### src/lmb_pkg.sv
package lmb_pkg;

	// Register byte offsets on the Wishbone slave
	localparam logic [7:0] REG_LIST       = 8'h00;
	localparam logic [7:0] REG_CTRL       = 8'h04;
	localparam logic [7:0] REG_COLL       = 8'h08;
	localparam int         CTRL_START_BIT = 0;
	localparam int         CTRL_IRQEN_BIT = 1;
	localparam int         STAT_BUSY_BIT  = 0;

	// Setup entry layout, byte indices
	localparam logic [4:0] ENTRY_BYTES    = 5'h15;
	localparam logic [23:0] ENTRY_STRIDE  = 24'h000015;
	localparam int         E_SRC          = 0;
	localparam int         E_SY           = 3;
	localparam int         E_SX           = 5;
	localparam int         E_DST          = 6;
	localparam int         E_DY           = 9;
	localparam int         E_DX           = 11;
	localparam int         E_W            = 12;
	localparam int         E_W8           = 13;
	localparam int         E_H            = 14;
	localparam int         E_AND          = 15;
	localparam int         E_XOR          = 16;
	localparam int         E_CM           = 17;
	localparam int         E_ZOOM         = 18;
	localparam int         E_PAT          = 19;
	localparam int         E_MODE         = 20;
	localparam int         MODE_NEXT_BIT  = 3;
	localparam int         PAT_EN_BIT     = 7;

	// Memory slot pattern
	localparam logic [2:0] SLOT_WIN_RD    = 3'h1;
	localparam logic [2:0] SLOT_WIN_WR    = 3'h3;
	localparam logic [4:0] DL_RESERVE     = 5'h16;

	localparam logic [2:0] M_COPY   = 3'h0;
	localparam logic [2:0] M_BSTEN  = 3'h1;
	localparam logic [2:0] M_ADD    = 3'h2;
	localparam logic [2:0] M_OR     = 3'h3;
	localparam logic [2:0] M_AND    = 3'h4;
	localparam logic [2:0] M_XOR    = 3'h5;
	localparam logic [2:0] M_NIBBLE = 3'h6;

	typedef enum logic [1:0] {OVL_LOW, OVL_STD, OVL_HIGH, OVL_TEXT} lmb_ovl_e;

	typedef enum logic [3:0] {
		ST_IDLE, ST_LOAD, ST_SETUP, ST_SRC_RD, ST_DECIDE,
		ST_DST_RD, ST_MERGE, ST_DST_WR, ST_ADV, ST_DONE
	} lmb_state_e;

	// Requests of the other local memory users
	typedef struct packed {
		logic     win_rd;
		logic     win_wr;
		logic     ovl_active;
		lmb_ovl_e ovl_mode;
		logic     dl_req;
	} lmb_slot_req_s;

	typedef struct packed {
		logic win;
		logic ovl;
		logic dl;
		logic blt;
	} lmb_grant_s;

	typedef struct packed {
		logic        req;
		logic        we;
		logic [23:0] addr;
		logic [7:0]  wdata;
	} lmb_mem_s;

endpackage

### src/lmb_blitter.sv
// How it works
// - Signed X/Y steps, zero allowed; start addresses are the first bytes used.
// - Each new row starts at previous row start plus Y step.
// - Width and height are count minus one; width has a ninth bit.
// - Source byte is ANDed with AND mask then XORed with XOR mask.
// - Bytes repeat X-zoom times, rows Y-zoom times; destination steps every repetition.
// - Pattern mode repeats first 1 to 128 source bytes of a row, after zoom.
// - Mode selects copy, byte stencil, add, OR, AND, XOR or nibble stencil.
// - Nibble stencil writes only non-zero source nibbles.
// - Next bit chains to the entry stored directly after the current one.
// - Loading an entry takes 21 granted memory cycles before data transfers.
// - Collision when non-transparent source meets non-transparent destination; never in copy.
// - Eight mask bits each enable one group of 32 destination byte values.
// - In nibble mode each mask group spans two nibble values.
// - First collision of a blit stores the destination value, nibble-wise in mode 6.
// - Blitter uses only free memory cycles, at lowest priority.
// - Copy takes two cycles; byte stencil one, two or three.
// - Add, OR, XOR, nibble take one or three; AND two or three.
// - Zero fast path tests the masked source value.
// - Zero AND mask or X-zoom repetition skips refetching the source, except a zero source outside copy and AND.
// - Eight-slot pattern: window reads slot 1, writes slot 3, overlay even slots.
// - Low-res overlay uses slots 0 and 4, others all even slots.
// - After the overlay region a 22-cycle display-list window; unused slots go to blitter.
// - Optional host interrupt when the last entry of a list completes.
// - Collision code clears to zero at the start of every blit.
// - Start addresses are 24 bits, low byte first.
// - Blitter memory steps advance only on cycles granted to it.
module lmb_blitter
	import lmb_pkg::*;
(
	input  wire logic          mclk,
	input  wire logic          rst,
	input  wire logic          wb_cyc_i,
	input  wire logic          wb_stb_i,
	input  wire logic          wb_we_i,
	input  wire logic [7:0]    wb_adr_i,
	input  wire logic [3:0]    wb_sel_i,
	input  wire logic [31:0]   wb_dat_i,
	output logic      [31:0]   wb_dat_o,
	output logic               wb_ack_o,
	input  wire lmb_slot_req_s slot_req,
	output lmb_grant_s         grant,
	output logic               dl_window,
	output lmb_mem_s           mem,
	input  wire logic [7:0]    mem_rdata,
	output logic               list_done_irq
);

	typedef struct packed {
		lmb_state_e       st;
		logic [2:0]       slot;
		logic             ovl_q;
		logic [4:0]       dlres;
		logic             ack;
		logic [31:0]      dat;
		logic [23:0]      list;
		logic [23:0]      lptr;
		logic             irq_en;
		logic             busy;
		logic             irq;
		logic [20:0][7:0] ent;
		logic [4:0]       idx;
		logic [4:0]       cidx;
		logic             pend;
		logic [4:0]       lcnt;
		logic [23:0]      src;
		logic [23:0]      srow;
		logic [23:0]      dst;
		logic [23:0]      drow;
		logic [8:0]       x;
		logic [7:0]       y;
		logic [2:0]       zx;
		logic [2:0]       zy;
		logic [6:0]       pc;
		logic [7:0]       sq;
		logic [7:0]       dq;
		logic [7:0]       wd;
		logic [7:0]       code;
		logic             cfound;
		logic [23:0]      maddr;
	} lmb_state_s;

	lmb_state_s q, n;

	// Signed step widening
	function automatic logic [23:0] sext8(input logic [7:0] v);
		return {{16{v[7]}}, v};
	endfunction

	function automatic logic [23:0] sext13(input logic [12:0] v);
		return {{11{v[12]}}, v};
	endfunction

	// Zero source needs no destination access except in copy and AND
	function automatic logic fast_zero(input logic [2:0] m, input logic [7:0] s);
		return (s == 8'h00) && (m != M_COPY) && (m != M_AND) && (m <= M_NIBBLE);
	endfunction

	// Next access step once the masked source byte is known
	function automatic lmb_state_e route(input logic [2:0] m, input logic [7:0] s,
			input logic cm_any);
		if (m == M_COPY || m > M_NIBBLE) begin
			return ST_DST_WR;
		end else if (s == 8'h00) begin
			return (m == M_AND) ? ST_DST_WR : ST_ADV;
		end else if (m == M_BSTEN && !cm_any) begin
			return ST_DST_WR;
		end else begin
			return ST_DST_RD;
		end
	endfunction

	function automatic logic [7:0] merge(input logic [2:0] m, input logic [7:0] s,
			input logic [7:0] d);
		case (m)
			M_ADD:    return s + d;
			M_OR:     return s | d;
			M_AND:    return s & d;
			M_XOR:    return s ^ d;
			M_NIBBLE: return {(s[7:4] != 4'h0) ? s[7:4] : d[7:4],
					(s[3:0] != 4'h0) ? s[3:0] : d[3:0]};
			default:  return s;
		endcase
	endfunction

	logic [7:0]  reg_addr;
	logic        bus_new;
	logic        start_req;
	logic        blt_req;
	logic [2:0]  mode;
	logic [7:0]  cmask;
	logic [2:0]  zoomx;
	logic [2:0]  zoomy;
	logic [8:0]  width;
	logic [23:0] sx_step;
	logic [23:0] dx_step;
	logic [23:0] sy_step;
	logic [23:0] dy_step;

	// Entry fields as the running blit sees them
	assign mode     = q.ent[E_MODE][2:0];
	assign cmask    = q.ent[E_CM];
	assign zoomx    = q.ent[E_ZOOM][2:0];
	assign zoomy    = q.ent[E_ZOOM][6:4];
	assign width    = {q.ent[E_W8][0], q.ent[E_W]};
	assign sx_step  = sext8(q.ent[E_SX]);
	assign dx_step  = sext8(q.ent[E_DX]);
	assign sy_step  = sext13({q.ent[E_SY + 1][4:0], q.ent[E_SY]});
	assign dy_step  = sext13({q.ent[E_DY + 1][4:0], q.ent[E_DY]});

	assign reg_addr  = {wb_adr_i[7:2], 2'b00};
	assign bus_new   = wb_cyc_i && wb_stb_i && !q.ack;
	assign start_req = bus_new && wb_we_i && reg_addr == REG_CTRL && wb_sel_i[0]
			&& wb_dat_i[CTRL_START_BIT];

	// Fixed slot priority; window and overlay never share a slot
	assign grant.win = (q.slot == SLOT_WIN_RD && slot_req.win_rd)
			|| (q.slot == SLOT_WIN_WR && slot_req.win_wr);
	assign grant.ovl = slot_req.ovl_active && !q.slot[0]
			&& (slot_req.ovl_mode != OVL_LOW || !q.slot[1]);
	assign grant.dl  = slot_req.dl_req && !grant.win && !grant.ovl;
	assign blt_req   = q.st == ST_LOAD || q.st == ST_SRC_RD || q.st == ST_DST_RD
			|| q.st == ST_DST_WR;
	assign grant.blt = blt_req && !grant.win && !grant.ovl && !grant.dl;

	// Outputs straight from state
	assign wb_ack_o      = q.ack;
	assign wb_dat_o      = q.dat;
	assign dl_window     = q.dlres != 5'h00;
	assign list_done_irq = q.irq;
	assign mem.req       = blt_req;
	assign mem.we        = q.st == ST_DST_WR;
	assign mem.addr      = q.maddr;
	assign mem.wdata     = q.wd;

	// Whole block next state
	always_comb begin
		logic       lastx;
		logic       skip;
		logic       done;
		logic [7:0] s;
		logic [7:0] d;
		lastx = 1'b0;
		skip  = 1'b0;
		done  = 1'b0;
		s     = 8'h00;
		d     = 8'h00;
		n     = q;
		n.irq = 1'b0;

		// Slot counter and display-list reservation after the overlay region
		n.slot  = q.slot + 3'h1;
		n.ovl_q = slot_req.ovl_active;
		if (q.ovl_q && !slot_req.ovl_active) begin
			n.dlres = DL_RESERVE;
		end else if (q.dlres != 5'h00) begin
			n.dlres = q.dlres - 5'h01;
		end

		// Entry byte lands one cycle after its read
		if (q.pend) begin
			n.ent[q.cidx] = mem_rdata;
			n.pend        = 1'b0;
		end

		// Wishbone slave: answer one cycle after the request
		n.ack = bus_new;
		if (bus_new) begin
			if (reg_addr == REG_LIST) begin
				n.dat = {8'h00, q.list};
			end else if (reg_addr == REG_CTRL) begin
				n.dat = 32'h0000_0000;
				n.dat[CTRL_IRQEN_BIT] = q.irq_en;
				n.dat[STAT_BUSY_BIT]  = q.busy;
			end else if (reg_addr == REG_COLL) begin
				n.dat = {24'h000000, q.code};
			end else begin
				n.dat = 32'h0000_0000;
			end
			if (wb_we_i && reg_addr == REG_LIST) begin
				for (int i = 0; i < 3; i++) begin
					if (wb_sel_i[i]) begin
						n.list[8 * i +: 8] = wb_dat_i[8 * i +: 8];
					end
				end
			end else if (wb_we_i && reg_addr == REG_CTRL && wb_sel_i[0]) begin
				n.irq_en = wb_dat_i[CTRL_IRQEN_BIT];
			end
		end

		case (q.st)
			ST_IDLE: begin
				// Start while busy is ignored
				if (start_req) begin
					n.busy = 1'b1;
					n.lptr = q.list;
					n.idx  = 5'h00;
					n.lcnt = 5'h00;
					n.st   = ST_LOAD;
				end
			end
			ST_LOAD: begin
				if (grant.blt) begin
					n.pend = 1'b1;
					n.cidx = q.idx;
					n.lcnt = q.lcnt + 5'h01;
					if (q.idx == ENTRY_BYTES - 5'h01) begin
						n.st = ST_SETUP;
					end else begin
						n.idx = q.idx + 5'h01;
					end
				end
			end
			ST_SETUP: begin
				// n.ent already holds the final byte here
				n.src    = {n.ent[E_SRC + 2], n.ent[E_SRC + 1], n.ent[E_SRC]};
				n.srow   = n.src;
				n.dst    = {n.ent[E_DST + 2], n.ent[E_DST + 1], n.ent[E_DST]};
				n.drow   = n.dst;
				n.x      = 9'h000;
				n.y      = 8'h00;
				n.zx     = 3'h0;
				n.zy     = 3'h0;
				n.pc     = 7'h00;
				n.code   = 8'h00;
				n.cfound = 1'b0;
				n.st     = ST_SRC_RD;
			end
			ST_SRC_RD: begin
				if (grant.blt) begin
					n.st = ST_DECIDE;
				end
			end
			ST_DECIDE: begin
				s    = (mem_rdata & q.ent[E_AND]) ^ q.ent[E_XOR];
				n.sq = s;
				n.wd = merge(mode, s, q.dq);
				n.st = route(mode, s, cmask != 8'h00);
			end
			ST_DST_RD: begin
				if (grant.blt) begin
					n.st = ST_MERGE;
				end
			end
			ST_MERGE: begin
				d    = mem_rdata;
				n.dq = d;
				n.wd = merge(mode, q.sq, d);
				n.st = ST_DST_WR;
				// Only the first enabled hit of a blit is kept
				if (mode != M_COPY && mode <= M_NIBBLE && !q.cfound) begin
					if (mode == M_NIBBLE) begin
						if (q.sq[7:4] != 4'h0 && d[7:4] != 4'h0 && cmask[d[7:5]]) begin
							n.code   = {d[7:4], 4'h0};
							n.cfound = 1'b1;
						end else if (q.sq[3:0] != 4'h0 && d[3:0] != 4'h0
								&& cmask[d[3:1]]) begin
							n.code   = {4'h0, d[3:0]};
							n.cfound = 1'b1;
						end
					end else if (q.sq != 8'h00 && d != 8'h00 && cmask[d[7:5]]) begin
						n.code   = d;
						n.cfound = 1'b1;
					end
				end
			end
			ST_DST_WR: begin
				if (grant.blt) begin
					n.st = ST_ADV;
				end
			end
			ST_ADV: begin
				lastx = q.zx == zoomx;
				n.dst = q.dst + dx_step;
				if (!lastx) begin
					n.zx = q.zx + 3'h1;
				end else begin
					n.zx = 3'h0;
					if (q.x != width) begin
						n.x = q.x + 9'h001;
						if (q.ent[E_PAT][PAT_EN_BIT] && q.pc == q.ent[E_PAT][6:0]) begin
							n.src = q.srow;
							n.pc  = 7'h00;
						end else begin
							n.src = q.src + sx_step;
							n.pc  = q.pc + 7'h01;
						end
					end else begin
						// Row start plus pitch, independent of width
						n.x    = 9'h000;
						n.pc   = 7'h00;
						n.drow = q.drow + dy_step;
						n.dst  = q.drow + dy_step;
						if (q.zy != zoomy) begin
							n.zy  = q.zy + 3'h1;
							n.src = q.srow;
						end else begin
							n.zy   = 3'h0;
							n.srow = q.srow + sy_step;
							n.src  = q.srow + sy_step;
							if (q.y == q.ent[E_H]) begin
								done = 1'b1;
							end else begin
								n.y = q.y + 8'h01;
							end
						end
					end
				end
				// Constant source is reused, but a zero one still costs its read outside copy and AND
				skip = !lastx || q.ent[E_AND] == 8'h00;
				n.wd = merge(mode, q.sq, q.dq);
				if (done) begin
					n.st = ST_DONE;
				end else if (!skip || fast_zero(mode, q.sq)) begin
					n.st = ST_SRC_RD;
				end else begin
					n.st = route(mode, q.sq, cmask != 8'h00);
				end
			end
			ST_DONE: begin
				if (q.ent[E_MODE][MODE_NEXT_BIT]) begin
					n.lptr = q.lptr + ENTRY_STRIDE;
					n.idx  = 5'h00;
					n.lcnt = 5'h00;
					n.st   = ST_LOAD;
				end else begin
					n.busy = 1'b0;
					n.irq  = q.irq_en;
					n.st   = ST_IDLE;
				end
			end
			default: n.st = ST_IDLE;
		endcase

		// Address registered ahead of the access it serves
		if (n.st == ST_LOAD) begin
			n.maddr = n.lptr + {19'h00000, n.idx};
		end else if (n.st == ST_SRC_RD) begin
			n.maddr = n.src;
		end else begin
			n.maddr = n.dst;
		end
	end

	// State register
	always_ff @(posedge mclk or posedge rst) begin
		if (rst) begin
			q <= '0;
		end else begin
			q <= n;
		end
	end
endmodule // lmb_blitter

### config.mk
export PLATFORM = sky130hd
export DESIGN_NAME = lmb_blitter
export DESIGN_NICKNAME = d
export VERILOG_FILES = /design/src/lmb_pkg.sv /design/src/lmb_blitter.sv
export SDC_FILE = /design/constraint.sdc
export NUM_CORES = 1
export LEC_CHECK = 0
export ABC_AREA = 1
export BUFFER_PORTS_ARGS = -buffer_cell sky130_fd_sc_hd__buf_4
export CAP_MARGIN = 40
export CORE_MARGIN = 5
export CORE_UTILIZATION = 55
export CTS_CLUSTER_DIAMETER = 120
export DETAILED_ROUTE_END_ITERATION = 16
export MAX_ROUTING_LAYER = met4
export PLACE_DENSITY = 0.73
export RECOVER_POWER = 100
export SYNTH_ARGS = -nofsm -noshare
export SYNTH_HDL_FRONTEND = slang
export SYNTH_SLANG_ARGS = --single-unit
### constraint.sdc
create_clock -name mclk -period 22.3 [get_ports mclk]
set_clock_uncertainty 0.05 [all_clocks]
set_input_delay 1.115 -clock mclk [delete_from_list [all_inputs] [get_ports mclk]]
set_output_delay 1.115 -clock mclk [all_outputs]
set_load 0.02 [all_outputs]
==> metrics.cfg, run 1 <==
[outcome]
outcome=finished with violations
failed_checks=max-capacitance violations, max-slew violations

[global_routing]
grt_max_degree=150
overflow=0
grt_pass1_wl_um=139000
grtUsageTotal_pct=31.2
antenna_found_initial=2
grt_pass1_vias=25300

[timing]
finalCriticalPeriod_ns=9.93
slew_viol_final=501
worst_slew_margin_rel_pct=-436
tns_ns=0
finalHoldViolations=0
fmax_mhz=101
setup_viol=0
tightest_slew_ns=8.04
rsz0062_at_grt=no
min_period_over_period_pct=44.5

[logic_synthesis]
yosys.area_share.xor_xnor_pct=2.46
yosys.area_share.simple_pct=27.2
synth_compound_area_share_pct=15.6
synth_top_family_by_area=simple AND/OR/NAND/NOR gates
seq_area_frac_synth_pct=37.1
ys_seq_elements=432
synthCells=3969
synth_top_area_cell=dfrtp_1
yosys_warnings=0
syn_area_sq_mm=0.0291
synth_top_area_share_pct=37.1
ys_top_cells_by_area=dfrtp_1 (37%), nand2_1 (13%), ha_1 (6.8%), inv_1 (5.8%), o21ai_0 (5.8%)
synth_fa_ha_area_share_pct=7.34
syn_avg_cell_area_sq_um=7.34
synthMuxAreaShare_pct=0.812
yosysUniqueCellTypes=67

[cts]
htree_levels=2
clkTransAtPathRegs_ns=0.06
cts_sinks=432
clockRootBuffer=clkbuf_16
cts_resized=0
clockBufferDepth=3
insertion_delay_ns=0.61
cts_tree=yes
post-cts-setup-buffer-count=0
cts_made_buffers=49
hold_buffers=0

[die]
die_h_um=240
die_w_um=240
rows=84
start_util_pct=55.4
coreArea_sq_mm=0.0526
dieArea_sq_mm=0.0577
ios=136

[cells_and_area]
nNetsFinal=4230
diodes=0
drive_above_1_share_pct=6.43
area_growth_pct=8.18
utilization_pct=59.9

[routing]
ant_nets=0
dr_total_vias=26900
drc=0
firstDrtPassIters=6
wl_per_cell_um=18.7
drt-total-wl_um=88500
drt-initial-drc-count=2444
via_per_inst=5.68

[critical_path]
slowest_stage=clkbuf_1
r2r_setup_slack_ns=15.21
critPathRequiredTime_ns=20.95
end_kind=asynchronous set/reset pin
worstPathCellList=clkbuf_4, clkinvlp_2, clkbuf_1
cp_slowest_stage_delay_ns=5.54
reg2reg_from=q[463]
path_max_fanout=149
start_kind=input port
crit_type=input port to asynchronous set/reset pin
r2r_cells=11
worstPathArrival_ns=8.58
rr_endpoint=mem[9]

[power_and_ir_drop]
p_per_area_mw_per_mm2=152
power.clock.fraction_pct=17.7
swShare_pct=49.0
seqPwrFrac_pct=26.1
p_sw_uw=2350
internal_power_uw=2440
leakagePower_uw=0.0155
ir_drop_uv=67.2
pwr-share-comb_pct=56.1

[worst_hold_path]
hold_end=q[451]
min-delay-start=q[451]
hp-class=register to register
min_path_cells=1

[place]
hpwl_um=65600
port_buffers=116
place_congestion=0.985

[run]
cap_viol_max_count=8

==> sequential cells by signal (all words and copies together), names as in the netlist <==
signal,cells
mem,32
dx_step,8
mode,3
list_done_irq,1
wb_ack_o,1
dy_step,13
cmask,8
q,342
wb_dat_o,24
==> cell usage after synthesis (all sizes together) <==
master   instances
a22oi           15
o22ai           29
o21ai          353
a211oi          12
o2111ai          1
o31ai           21
nor2           334
conb             1
o221ai           6
nand3          294
o32ai            1
o21bai          18
dfrtp          432
nor4            13
o2bb2ai          1
nor3b            2
o211ai          48
nand4           56
a32oi            1
buf             98
a22o             2
nand3b          12
a41oi            4
nand2         1043
clkinv           4
a221oi           6
and2             5
clkbuf          77
nor3            38
o41ai            2
a21boi           9
xor2            47
a31oi           22
a311oi           3
o21a            11
inv            474
mux2            21
or2             30
o311ai           2
a21oi          212
ha             158
fa               8
a21o            14
xnor2           28
o22a             1
==> area by class of cell <==
type | instances | area [sq um]
clock inverter | 16 | 236
timing repair buffer | 149 | 853
tap | 688 | 861
multi-input combinational | 2891 | 15500
fill | 4955 | 21000
inverter | 478 | 1800
clock buffer | 76 | 1450
sequential | 432 | 10800
==> placed cells by master, fill, tap and decap left out, drive strengths merged, types with 48 or more instances in the layout <==
master  synthesis  layout
o211ai         48      48
ha            158     158
nand4          56      56
nand2        1043    1043
o21ai         353     353
nand3         294     294
dfrtp         432     432
buf            98      66
nor2          334     334
clkbuf         77     159
a21oi         212     212
inv           474     474
==> metrics by stage <==
stage                     total power (uW)  setup WS [ns]  hold WS, ns  std cells  area (sq um)
after global routing                  5190          10.39        0.448       4730         31500
after floorplan                       3210           9.10        0.383       3976         29100
after global placement                3890          17.41        0.401       4631         30200
final                                 4790          12.37        0.411       4730         31500
after detailed placement              3930          17.43        0.406       4638         30300
after CTS                             4800          17.94        0.414       4730         32000
==> worst max path at each step <==
stage / from / endpoint / slack, ns / cells past startpoint
2_1_floorplan: rst / cmask[0] / 9.10 / 1
3_3_place_gp: wb_cyc_i / mem[28] / 17.41 / 19
3_5_place_dp: wb_cyc_i / mem[28] / 17.43 / 19
4_1_cts: q[457] / mem[16] / 17.94 / 23
5_1_grt: rst / q[42] / 10.39 / 3
6_report: rst / q[42] / 12.37 / 3
==> logic make-up after synthesis <==
family	count (synthesis)
compound gates	794
xor+xnor	75
fa+ha+maj	166
buf+inv	653
flops	432
mux	21
other cells	1
simple gates	1827
==> power by group through the flow <==
stage | combinational [uW] | sequential [uW] | clock, uW
global placement | 2630 | 1260 | 0
global route | 3010 | 1280 | 896
finish | 2690 | 1250 | 851
detailed placement | 2670 | 1260 | 0
CTS | 2690 | 1250 | 861
floorplan | 2020 | 1190 | 0
==> critical path: cells and delay by family <==
kind	cells	cell delay, ns
buffers and inverters	3	7.11
==> layer usage <==
| metal | vias to the layer above | global-route usage [%] | share of wire, % |
|---|---|---|---|
| li1 | 13100 | - | - |
| met1 | 12700 | 44.6 | 45 |
| met2 | 885 | 46.8 | 45 |
| met3 | 158 | 3.97 | 7.0 |
| met4 | 0 | 9.68 | 3.3 |
| met5 | - | - | 0 |
(Power assumes the default switching activity.)
==> run 2, diff against run 1 <==
==> constraint.sdc (replaced) <==
create_clock -name mclk -period 9.78 [get_ports mclk]
set_clock_uncertainty 0.05 [all_clocks]
set_input_delay 0.489 -clock mclk [delete_from_list [all_inputs] [get_ports mclk]]
set_output_delay 0.489 -clock mclk [all_outputs]
set_load 0.02 [all_outputs]
==> run 2 against run 1 <==
The run still ends with max-capacitance violations, max-slew violations left. Sequential share of layout area decreased by 0.17 points. Die area unchanged. Sequential power rose by 130%. Flip-flop and latch count did not move. Global-route usage fell by 0.30 points. Combinational power grew 130%. Non-clock buffer count is 1 higher. Hold slack got worse by 0.36 ns. Cell count unchanged. Count of clock-buffer cells in the layout shrank 9. Core utilization rose by 0.29 points. Routed wire length down 0.44%.
==> metrics.cfg, run 2 (synthesis results as in run 1) <==
[global_routing]
overflow=0  ; unchanged
antenna_found_initial=0  ; -2
grt_max_degree=157  ; +4.7%
grt_pass1_vias=25200  ; -0.26%
grtUsageTotal_pct=30.9  ; -0.30 points
grt_pass1_wl_um=139000  ; -0.58%

[power_and_ir_drop]
swShare_pct=48.6  ; -0.42 points
internal_power_uw=5640  ; +130%
p_per_area_mw_per_mm2=347  ; +130%
p_sw_uw=5340  ; +130%
seqPwrFrac_pct=26.0  ; about the same
leakagePower_uw=0.0156  ; +0.51%
pwr-share-comb_pct=55.6  ; -0.5 points
power.clock.fraction_pct=18.4  ; +0.7 points
ir_drop_uv=184  ; +170%

[worst_hold_path]
hp-class=input port to register

[critical_path]
start_kind=register
crit_path_frequent_cell=nand2_1
worstPathArrival_ns=7.06  ; -1.52 ns
end_kind=register
worstPathCellList=inv_1, nor2_1, inv_1, nor2_4, clkbuf_1, clkinv_1, nand2_1, inv_2, nand2_1, nand3_1, nand2_1, o211ai_1
path_max_fanout=49  ; -67%
crit_type=register to register
path_buf_inv=5  ; +2
slowest_stage=clkbuf_1
critical-path-top-delay-family=buffers and inverters
cp_slowest_stage_delay_ns=2.11  ; -3.43 ns
critPathRequiredTime_ns=10.13  ; -10.82 ns

[cells_and_area]
multi_input_area_sq_mm=0.0155  ; about the same
regArea_sq_mm=0.0108  ; unchanged
drive_above_1_share_pct=6.83  ; +0.40 points
final_cell_mix=nand2_1 (1028), inv_1 (456), dfrtp_1 (432)
nNetsFinal=4231  ; +0.024%
final_area_sq_mm=0.0317  ; +0.48%
area_growth_pct=8.70
fillers=4972  ; +0.34%
largest_reg_flops=342  ; unchanged
final_common_cell=nand2_1
regMostFlops=q
diodes=0  ; unchanged

[routing]
dr_total_vias=27100  ; +0.68%
met1_length_um=38900  ; -2.6%
drt-initial-drc-count=2584  ; +5.7%
met3_length_um=6950  ; +12%
met2_length_um=39400  ; about the same
top_layer=met4
via_per_inst=5.72  ; +0.68%
ant_nets=0  ; unchanged
wl_per_cell_um=18.6  ; -0.44%
firstDrtPassIters=6  ; unchanged
drc=0  ; unchanged
drt-total-wl_um=88100  ; -0.44%

[cts]
clkTransAtPathRegs_ns=0.07  ; about the same
insertion_delay_ns=0.61  ; about the same
clockRootBuffer=clkbuf_16
cts_sinks=432  ; unchanged
clockBufferDepth=3  ; unchanged
cts_made_buffers=49  ; unchanged
htree_levels=2  ; unchanged
cts_tree=yes

[outcome]
failed_checks=max-capacitance violations, max-slew violations
outcome=finished with violations

[run]
cap_viol_max_count=5  ; -3

[die]
die_w_um=240  ; unchanged
start_util_pct=55.4  ; unchanged
coreArea_sq_mm=0.0526  ; unchanged
dieArea_sq_mm=0.0577  ; unchanged
ios=136  ; unchanged
rows=84  ; unchanged
die_h_um=240  ; unchanged

[place]
place_congestion=0.996  ; +1.2%
dpl_cell_area_sq_mm=0.0303  ; -0.12%
hpwl_um=64500  ; -1.7%
port_buffers=116  ; unchanged

[timing]
fmax_mhz=149
tns_ns=0  ; unchanged
tightest_slew_ns=3.18  ; -4.87 ns
finalCriticalPeriod_ns=6.71
min_period_over_period_pct=68.6
worst_slew_margin_rel_pct=-112  ; +320 points
slew_viol_final=227  ; -55%
finalHoldViolations=0  ; unchanged
rsz0062_at_grt=no
setup_viol=0  ; unchanged

[run 2: cell count changes in the layout (fill, tap and decap cells not counted), moves of 3 or more]
cell       before   now
nand2_2         9    12
bufinv_16       5     8
clkinv_2        7    10
nand2_1      1032  1028
clkbuf_1       96    84
buf_4          63    67
inv_1         459   456
inv_2          14    17
[run 2: timing repair]
action                    CTS  global route
hold endpoints to repair   28             0
hold buffers                2             0
setup buffers               0             0
gates resized for setup     0             0
[run 2: routing by layer]
layer | vias to the layer above | global-route usage [%]
li1 | 13200 | -
met1 | 12700 | 43.4
met2 | 1023 | 46.7
met3 | 191 | 4.62
met4 | 0 | 9.58
met5 | - | -
[run 2: cell type report]
class / count / share of cell area (%)
repair buffers: 150 / 2.88
clock inverters: 24 / 1.15
flip-flops and latches: 432 / 34.2
inverters: 478 / 5.68
clock buffers: 67 / 4.44
multi-input cells: 2891 / 49.0
well taps: 688 / 2.72
[run 2: final timing paths]
kind,to,slack (ns),cells past startpoint,startpoint
max reg2reg,mem[9],3.07,12,q[461]
min,q[369],0.05,3,wb_dat_i[1]
max,mem[9],3.07,12,q[461]
min in group asynchronous,q[130],0.69,3,rst
min reg2reg,q[451],0.41,1,q[451]
max in group asynchronous,q[65],5.25,5,rst
[run 2: stage by stage]
step	hold WS, ns	utilization (%)	cells	setup slack, ns	power (uW)
6_report	0.0512	60.2	4730	3.07	11000
3_3_place_gp	0.400	57.4	4632	5.56	8800
3_5_place_dp	0.406	57.6	4637	5.49	8910
2_1_floorplan	0.383	-	3976	3.41	7320
4_1_cts	0.0232	61.0	4730	5.49	11000
5_1_grt	0.0538	60.2	4730	2.76	11900
[run 2: power by group through the flow]
| stage | Sequential [uW] | Combinational, uW | Clock [uW] |
|---|---|---|---|
| 6_report | 2860 | 6110 | 2020 |
| 4_1_cts | 2840 | 6090 | 2050 |
| 3_5_place_dp | 2860 | 6050 | 0 |
| 2_1_floorplan | 2720 | 4600 | 0 |
| 5_1_grt | 2920 | 6830 | 2120 |
| 3_3_place_gp | 2860 | 5950 | 0 |
[run 2: worst min-delay path, cell delays in order]
cell and delay (ns):
buf_4 0.09, nand2_1 0.04, o21ai_0 0.06
